$ cat config.mk
export PLATFORM = sky130hd
export DESIGN_NAME = clcp_top
export DESIGN_NICKNAME = d
export VERILOG_FILES = /design/src/clcp_pkg.sv /design/src/clcp_decode.sv /design/src/clcp_top.sv
export SDC_FILE = /design/constraint.sdc
export NUM_CORES = 1
export LEC_CHECK = 0
export ABC_AREA = 1
export BUFFER_PORTS_ARGS = -buffer_cell sky130_fd_sc_hd__buf_2
export CORE_ASPECT_RATIO = 2
export CORE_MARGIN = 2
export CORE_UTILIZATION = 46
export CTS_BUF_LIST = sky130_fd_sc_hd__clkbuf_16
export CTS_CLUSTER_DIAMETER = 40
export DETAILED_ROUTE_END_ITERATION = 12
export PLACE_DENSITY_LB_ADDON = 0.12
export SETUP_SLACK_MARGIN = 0.3
export SKIP_CTS_REPAIR_TIMING = 1
export SYNTH_ARGS = -nofsm -noshare
export SYNTH_HDL_FRONTEND = slang
export SYNTH_SLANG_ARGS = --single-unit
$ cat constraint.sdc
create_clock -name SYS_CLK_IN -period 2.7 [get_ports SYS_CLK_IN]
set_input_delay 0.54 -clock SYS_CLK_IN [delete_from_list [all_inputs] [get_ports SYS_CLK_IN]]
set_output_delay 0.54 -clock SYS_CLK_IN [all_outputs]
set_load 0.02 [all_outputs]
$ cat src/clcp_pkg.sv
// package for the control list current pointer block
// assumes a single 40 MHz clock domain and a plain register port
package clcp_pkg;

  // ----------------------------------------------------------------
  // register map
  // ----------------------------------------------------------------
  localparam logic [7:0]  CLCP_CUR_OFFSET  = 8'h24; // current pointer reg
  localparam logic [7:0]  CLCP_CTRL_OFFSET = 8'h30; // local control reg
  localparam logic [7:0]  CLCP_STAT_OFFSET = 8'h34; // local status reg
  localparam logic [31:0] CLCP_CUR_RESET   = 32'h0000_0000;
  localparam int          CLCP_PTR_LSB     = 4;     // pointer field low bit
  localparam int          CLCP_PTR_W       = 28;    // pointer field width
  localparam int          CLCP_CLE_BIT     = 4;     // control list enable
  localparam int          CLCP_CLF_BIT     = 1;     // control list filled
  localparam logic [27:0] CLCP_END_OF_LIST = 28'h000_0000;

  // ----------------------------------------------------------------
  // carriers
  // ----------------------------------------------------------------
  typedef struct packed {
    logic        wr;
    logic        rd;
    logic [7:0]  addr;
    logic [31:0] wdata;
  } clcp_bus_s;

  typedef struct packed {
    logic        served;  // descriptor done, next pointer valid
    logic        frame;   // start of frame
    logic [27:0] next;    // next descriptor link from memory
  } clcp_eng_s;

  typedef enum logic [1:0] {
    CLCP_IDLE = 2'b00,
    CLCP_WALK = 2'b01,
    CLCP_END  = 2'b10
  } clcp_state_e;

endpackage : clcp_pkg

$ cat src/clcp_decode.sv
// register port decoder for the control list current pointer block
// assumes strobes are single cycle and never both high together
`timescale 1ns/1ps
module clcp_decode
  import clcp_pkg::*;
(
  input  wire clcp_bus_s bus_in,
  output logic           cur_wr_out,
  output logic           cur_rd_out,
  output logic           ctrl_wr_out,
  output logic           ctrl_rd_out,
  output logic           stat_rd_out,
  output logic           miss_rd_out
);

  // ----------------------------------------------------------------
  // address decode
  // ----------------------------------------------------------------
  // one hit per offset, unmapped reads flagged so they return zero
  wire hit_cur  = (bus_in.addr == CLCP_CUR_OFFSET);
  wire hit_ctrl = (bus_in.addr == CLCP_CTRL_OFFSET);
  wire hit_stat = (bus_in.addr == CLCP_STAT_OFFSET);

  assign cur_wr_out  = bus_in.wr & hit_cur;
  assign cur_rd_out  = bus_in.rd & hit_cur;
  assign ctrl_wr_out = bus_in.wr & hit_ctrl;
  assign ctrl_rd_out = bus_in.rd & hit_ctrl;
  assign stat_rd_out = bus_in.rd & hit_stat;
  assign miss_rd_out = bus_in.rd & ~(hit_cur | hit_ctrl | hit_stat);

endmodule : clcp_decode

$ cat src/clcp_top.sv
// control list current pointer register and its list walk
// assumes engine strobes and register strobes are synchronous to SYS_CLK_IN
//
// Our own choice: strobed register access.
`timescale 1ns/1ps
module clcp_top
  import clcp_pkg::*;
(
  input  wire logic        SYS_CLK_IN,
  input  wire logic        SYS_RST_IN,
  input  wire logic        REG_WR_IN,
  input  wire logic        REG_RD_IN,
  input  wire logic [7:0]  REG_ADDR_IN,
  input  wire logic [31:0] REG_WDATA_IN,
  input  wire logic        ENG_SERVED_IN,
  input  wire logic        ENG_FRAME_IN,
  input  wire logic [27:0] ENG_NEXT_IN,
  input  wire logic [27:0] HEAD_PTR_IN,
  input  wire logic        FILLED_SET_IN,
  output logic [31:0]      REG_RDATA_OUT,
  output logic [31:0]      CUR_PTR_OUT,
  output logic             FILLED_OUT,
  output logic             CLE_OUT,
  output logic             LIST_END_OUT
);

  // ----------------------------------------------------------------
  // carriers and decode
  // ----------------------------------------------------------------
  clcp_bus_s bus;
  clcp_eng_s eng;

  assign bus.wr    = REG_WR_IN;
  assign bus.rd    = REG_RD_IN;
  assign bus.addr  = REG_ADDR_IN;
  assign bus.wdata = REG_WDATA_IN;
  assign eng.served = ENG_SERVED_IN;
  assign eng.frame  = ENG_FRAME_IN;
  assign eng.next   = ENG_NEXT_IN;

  logic cur_wr;
  logic cur_rd;
  logic ctrl_wr;
  logic ctrl_rd;
  logic stat_rd;
  logic miss_rd;

  clcp_decode u_decode (
    .bus_in      (bus),
    .cur_wr_out  (cur_wr),
    .cur_rd_out  (cur_rd),
    .ctrl_wr_out (ctrl_wr),
    .ctrl_rd_out (ctrl_rd),
    .stat_rd_out (stat_rd),
    .miss_rd_out (miss_rd)
  );

  // ----------------------------------------------------------------
  // state
  // ----------------------------------------------------------------
  logic [27:0] ptr_ff;
  logic [27:0] nxt_ptr;
  logic        cle_ff;
  logic        nxt_cle;
  logic        filled_ff;
  logic        nxt_filled;
  logic        end_ff;
  logic        nxt_end;
  logic [31:0] rdata_ff;
  logic [31:0] nxt_rdata;
  clcp_state_e state_ff;
  clcp_state_e nxt_state;

  // ----------------------------------------------------------------
  // list walk
  // ----------------------------------------------------------------
  // walk only runs while enabled; a zero pointer marks the end
  wire at_end    = (ptr_ff == CLCP_END_OF_LIST);
  wire sw_wr_ok  = cur_wr & ~cle_ff;
  wire walk_end  = cle_ff & (state_ff == CLCP_END);
  wire reload    = walk_end & filled_ff;
  wire advance   = cle_ff & eng.served & ~at_end;

  always_comb begin
    nxt_state = state_ff;
    unique case (state_ff)
      CLCP_IDLE: begin
        if (cle_ff) begin
          nxt_state = CLCP_WALK;
        end
      end
      CLCP_WALK: begin
        if (!cle_ff) begin
          nxt_state = CLCP_IDLE;
        end else if (at_end) begin
          nxt_state = CLCP_END;
        end
      end
      CLCP_END: begin
        // stay parked at end until reload, disable or a nonzero pointer
        if (!cle_ff) begin
          nxt_state = CLCP_IDLE;
        end else if (reload) begin
          nxt_state = CLCP_WALK;
        end else if (!at_end) begin
          nxt_state = CLCP_WALK;
        end
      end
    endcase
  end

  // pointer update: reload, advance, permitted write, else hold
  always_comb begin
    nxt_ptr = ptr_ff;
    if (reload) begin
      nxt_ptr = HEAD_PTR_IN;
    end else if (advance) begin
      nxt_ptr = eng.next;
    end else if (sw_wr_ok) begin
      nxt_ptr = bus.wdata[CLCP_PTR_LSB +: CLCP_PTR_W];
    end
  end

  // filled flag: hardware set wins over the reload clear
  assign nxt_filled = FILLED_SET_IN | (filled_ff & ~reload);
  assign nxt_cle    = ctrl_wr ? bus.wdata[CLCP_CLE_BIT] : cle_ff;
  assign nxt_end    = at_end;

  // ----------------------------------------------------------------
  // read data, one cycle after the strobe
  // ----------------------------------------------------------------
  wire [31:0] cur_word  = {ptr_ff, 4'h0};
  wire [31:0] ctrl_word = {27'h0, cle_ff, 4'h0};
  wire [31:0] stat_word = {29'h0, end_ff, filled_ff, 1'b0};

  always_comb begin
    nxt_rdata = 32'h0000_0000;
    if (cur_rd) begin
      nxt_rdata = cur_word;
    end else if (ctrl_rd) begin
      nxt_rdata = ctrl_word;
    end else if (stat_rd) begin
      nxt_rdata = stat_word;
    end else if (miss_rd) begin
      nxt_rdata = 32'h0000_0000;
    end
  end

  // ----------------------------------------------------------------
  // registers
  // ----------------------------------------------------------------
  // pointer clears to the end-of-list value on reset; end flag sets, the rest clear
  always_ff @(posedge SYS_CLK_IN or posedge SYS_RST_IN) begin
    if (SYS_RST_IN) begin
      ptr_ff    <= CLCP_CUR_RESET[31:4];
      cle_ff    <= 1'b0;
      filled_ff <= 1'b0;
      end_ff    <= 1'b1;
      rdata_ff  <= 32'h0000_0000;
      state_ff  <= CLCP_IDLE;
    end else begin
      ptr_ff    <= nxt_ptr;
      cle_ff    <= nxt_cle;
      filled_ff <= nxt_filled;
      end_ff    <= nxt_end;
      rdata_ff  <= nxt_rdata;
      state_ff  <= nxt_state;
    end
  end

  // output flops, mirror of internal state
  logic [31:0] cur_out_ff;
  always_ff @(posedge SYS_CLK_IN or posedge SYS_RST_IN) begin
    if (SYS_RST_IN) begin
      cur_out_ff <= CLCP_CUR_RESET;
    end else begin
      cur_out_ff <= {nxt_ptr, 4'h0};
    end
  end

  assign REG_RDATA_OUT = rdata_ff;
  assign CUR_PTR_OUT   = cur_out_ff;
  assign FILLED_OUT    = filled_ff;
  assign CLE_OUT       = cle_ff;
  assign LIST_END_OUT  = end_ff;

  // eng.frame needs no action: pointer is simply held across frames
  wire unused_frame = eng.frame;

endmodule : clcp_top

* Yosys cells after proc, flatten, opt, wreduce, memory -nomap -nowiden
Index checks and enable logic that the tools add are counted.
** Cells by class
- Equal/unequal tests :: 8
- Muxes and demuxes :: 13
- Bitwise operators :: 15
- Reductions and logical operators :: 4
** Operator list (count)
- two-way mux 28 bit :: 3
- two-way mux 32 bit :: 1
- zero test 28 bit :: 1
- == test 8 x 6 -> 1 bit, second input constant :: 3
- two-way mux 2 bit :: 6
- bitwise AND 1 bit :: 11
- one-hot mux 2 bit (3 select lines) :: 1
- two-way mux 5 bit :: 1
- != test 4 bit, second input constant :: 1
- two-way mux 3 bit :: 1
- != test 3 bit, second input constant :: 1
- NOT 1 bit :: 3
- AND reduction 3 bit :: 1
- nonzero test 3 bit :: 1
- == test 2 x 1 -> 1 bit, second input constant :: 1
- == test 2 bit, second input constant :: 1
- zero test 2 bit :: 1
- != test 2 bit, second input constant :: 1
- bitwise OR 1 bit :: 1
** Word-level totals
- Register bits after elaboration :: 65
- Input bits :: 103
- Output and inout port bits :: 67
- Logic and storage cells :: 46

* Longest topological paths before layout
- Depth in word-level cells :: 6
- Gate-level depth with buffers :: 11
- Gate-level depth less buffers :: 10

* By module
A second synthesis with hierarchy kept.
** Unflattened totals
- Cell total of the unflattened synthesis :: 488
- Area total of the unflattened synthesis :: 3449.6 µm²
** Modules (own cells, without submodules)
- clcp_top :: times used 1, cells each 458, area an instance 3309.4 µm², sequential area each 1577.8 µm²
- clcp_decode :: times used 1, cells each 30, area an instance 140.1 µm², sequential area each 0.0 µm²

* Least setup slack after synthesis
Ideal clock, no wire load.
- Path kind :: in2reg
- From :: input REG_ADDR_IN[1]
- To :: register cur_out_ff[4], in the netlist CUR_PTR_OUT[4]
- Setup time :: 0.116 ns
- Arrival :: 1.489 ns
- Required time :: 2.584 ns
- Slack :: 1.094 ns
- Stages on the path :: 9
- Path buffers :: 2
- Cells stage by stage :: nor2_1 > nand2_1 > nor2_2 > a21oi_1 > and2_1 > buf_4 > buf_6 > nand2_1 > nand2_1
** On the way
- Longest elaborated chain between the ends :: 4
** RTL lines
- from (decl) :: RTL line clcp_top.sv:13 : input wire logic [7:0] REG_ADDR_IN,
- == test 8 x 6 -> 1 bit :: RTL line clcp_decode.sv:20 : wire hit_cur = (bus_in.addr == CLCP_CUR_OFFSET);
- bitwise AND 1 bit :: RTL line clcp_decode.sv:24 : assign cur_wr_out = bus_in.wr & hit_cur;
- bitwise AND 1 bit :: RTL line clcp_top.sv:79 : wire sw_wr_ok = cur_wr & ~cle_ff;
- nonzero test 3 bit (no line)
- to (signal assigned) :: RTL line clcp_top.sv:177 : cur_out_ff <= {nxt_ptr, 4'h0};
- to (decl) :: RTL line clcp_top.sv:172 : logic [31:0] cur_out_ff;
Every way passes these cells.
A chain may end at the register's enable or synchronous reset.

==> summary.md <==
| Metric | Value |
|---|---|
| Type of the most critical hold path | `in -> async` |
| RSZ-0062 raised after global routing | `false` |
| CTS root buf | `clkbuf_16` |
| Rel. slew slack | `roughly 59%` |
| Max_cap viols | `0` |
| Vias per cell | `4.81` |
| Vias in the first global route | `approximately 3200` |
| Top cell type's share of synthesized area | `47.4%` |
| Num rows | `between 40 and 50` |
| WS Path Type | `reg -> reg` |
| Area of the multi-input gates | `~0.0014 mm^2` |
| Run status | `completed` |
| Post-synthesis cell count | `450` |
| Max Buffers Root-to-Sink | `2` |
| Ys flop type | `dfrtp_1` |
| GR Overflow Total | `0` |
| Total Wirelength | `8860 um` |
| Via count | `roughly 3400` |
| GRT Total Usage | `24.2%` |
| Die Span Y | `~120 um` |
| Initial antenna violation count | `0` |
| Flops & latches, synth | `63` |
| Minimum clock period | `2030 ps` |
| Final cycle utilization of the critical path | `roughly three quarters` |
| Final std cells w/o fill | `696` |
| Commonest non-fill, non-tap cell in the layout | `buf_2` |
| Final setup TNS | `0 ps` |
| WP data arrival | `approximately 2200 ps` |
| Final setup fails | `0` |
| Drc violations | `0` |
| Area of the core | `a little under 0.007 mm^2` |
| Post-route ant nets | `0` |
| Post-Place Cells | `680` |
| Most frequent cell on the critical path | `nand2_1` |
| CP Capture Type | `register` |
| Sequential cell area | `about 0.0016 mm^2` |
| Largest stage delay on the critical path | `~420 ps` |
| YS warnings | `0` |
| First-pass GRT wire length | `roughly 15000 um` |
| Worst-path clk slew | `approximately 50 ps` |
| Seq/Total Area, Yosys | `about half` |
| CTS Buf Count | `9` |
| HPWL after detailed placement | `6450 um` |
| Number of flops mapped to enable cells by yosys | `0` |
| Largest fanout on the critical path | `15` |
| Yosys cell types | `23` |
| Leading area contributor after synthesis | `dfrtp_1` |
| Routed len/inst | `approximately 13 um` |
| Final Slew Violations | `0` |
| Crit-path cells | `nor2_1, nand2_1, nor2_1, nand2_1, inv_1, nand2_1, buf_4, nand3_1, nand3_1, nand2_1, nand2_1` |
| Peak Freq | `between 400 and 500 MHz` |
| Hold Fails Final Rpt | `0` |
| P&R area growth vs syn | `33.0%` |
| CTS sink cnt | `63` |
| IO buf count | `between 150 and 200` |
| CP required | `2910 ps` |
| Cell Pwr Density | `between 700 and 800 mW/mm^2` |
| # diodes | `0` |
| Crit path max-delay cell type | `dfrtp_1` |
| Htree depth | `3` |
| Critical Path Start | `CUR_PTR_OUT[27]` |
| Filler cells | `654` |
| Startpoint Class | `register` |
| Post-synth ARST share | `100%` |
| CTS tree | `yes` |
| Clock skew | `~3.8 ps` |
| Die extent in x | `approximately 64 um` |
| Layout cell share with drive strength beyond 1 | `a little under a third` |
| Starting density of the core | `a little under half` |
| Final Net Count | `a little over 700` |
| Netlist Area Pre-Place | `between 0.003 and 0.004 mm^2` |
| R2r startpoint | `CUR_PTR_OUT[27]` |
| Synth top area cells | `dfrtp_1 47%, nand2_1 15%, nor2_1 9.4%` |
| Slew @ Worst Pin | `about 610 ps` |
| Leakage dissipation | `between 2 and 3 nW` |
| Worst skew pair latency | `~330 ps` |
| Syn Area/Cell | `just over 7 um^2` |
| Most frequent cells in the layout | `158 x buf_2, 130 x nand2_1, 82 x nor2_1, 62 x dfrtp_1, 61 x nand3_1` |
| Ports | `170` |
| 1st-iter DRT viols | `between 100 and 150` |
| Gpl congestion | `around 0.8` |
| 1st-pass router iterations | `4` |
| Pin count of the biggest net entering global routing | `57` |
| Die footprint | `roughly 0.0078 mm^2` |
| Worst VDD drop | `slightly above 500 uV` |
-- critical path: cells and delay by family (launching register included) --
family / cells / cell delay [ps]
flops: 1 / 420
buf+inv: 2 / 390
simple gates: 9 / 1100
-- layer usage --
| metal | GRT usage (%) | vias to the layer above | wire length, um |
|---|---|---|---|
| met5 | 0 | - | 0 |
| met4 | 8.83 | 0 | 138 |
| met3 | 5.37 | 11 | 598 |
| met2 | 44.8 | 123 | 4870 |
| met1 | 26.8 | 1520 | 3260 |
| li1 | - | 1696 | - |
-- power by group --
group	switching, mW	leakage (nW)	internal (mW)	total (mW)
Combinational	0.570	1.67	0.335	0.904
Sequential	0.189	0.837	1.12	1.31
Clock	0.382	0.143	0.696	1.08
-- logic make-up (layout without fill, tap and decap cells) --
group | Yosys count | count (layout) | share of synthesized area, %
flip-flops | 63 | 63 | 48.2
other | 1 | 6 | 0.115
AO/OA/AOI/OAI | 36 | 36 | 5.81
AND/OR/NAND/NOR | 279 | 279 | 34.8
buffers and inverters | 71 | 222 | 11.0
-- cell usage after synthesis, types with 2 or more instances --
master,n
buf_6,6
nor2_1,82
nand2_1,130
o21ai_0,2
o21bai_1,2
buf_4,10
buf_2,10
nand3_1,61
a21oi_1,30
clkbuf_1,5
inv_1,39
dfrtp_1,62
-- final timing paths --
| path | endpoint | slack (ps) | depth (start not counted) |
|---|---|---|---|
| worst max-delay path | CUR_PTR_OUT[22] | 670 | 11 |
| worst min-delay path | CUR_PTR_OUT[14] | 250 | 2 |
| worst max register to register | CUR_PTR_OUT[22] | 670 | 11 |
| worst min register to register | CUR_PTR_OUT[24] | 490 | 2 |
| max in group asynchronous | LIST_END_OUT | 1800 | 3 |
| min in group SYS_CLK_IN | FILLED_OUT | 400 | 2 |
-- stage by stage --
stage,hold slack (ps),instance area [um^2],utilization [%],worst slack (ps),total power [mW]
5_1_grt,307,4350,62.7,409,3.51
6_report,254,4350,62.7,673,3.29
2_1_floorplan,488,3290,-,592,1.88
4_1_cts,264,4350,62.7,531,3.33
3_3_place_gp,483,4070,58.7,546,2.21
3_5_place_dp,483,4070,58.7,490,2.23
-- layout make-up --
| class | count | area share (%) |
|---|---|---|
| clock inverters | 7 | 1.26 |
| inverters | 39 | 3.36 |
| multi-input cells | 321 | 31.4 |
| well taps | 90 | 2.59 |
| clock buffers | 9 | 5.17 |
| flip-flops and latches | 63 | 36.2 |
| repair buffers | 167 | 20.0 |
-- sequential cells by signal, summed over array words and instances (netlist names) --
signal / cells
state_ff: 2
CLE_OUT: 1
LIST_END_OUT: 1
CUR_PTR_OUT: 28
FILLED_OUT: 1
REG_RDATA_OUT: 30
No activity file was read; power rests on OpenSTA's default activity.
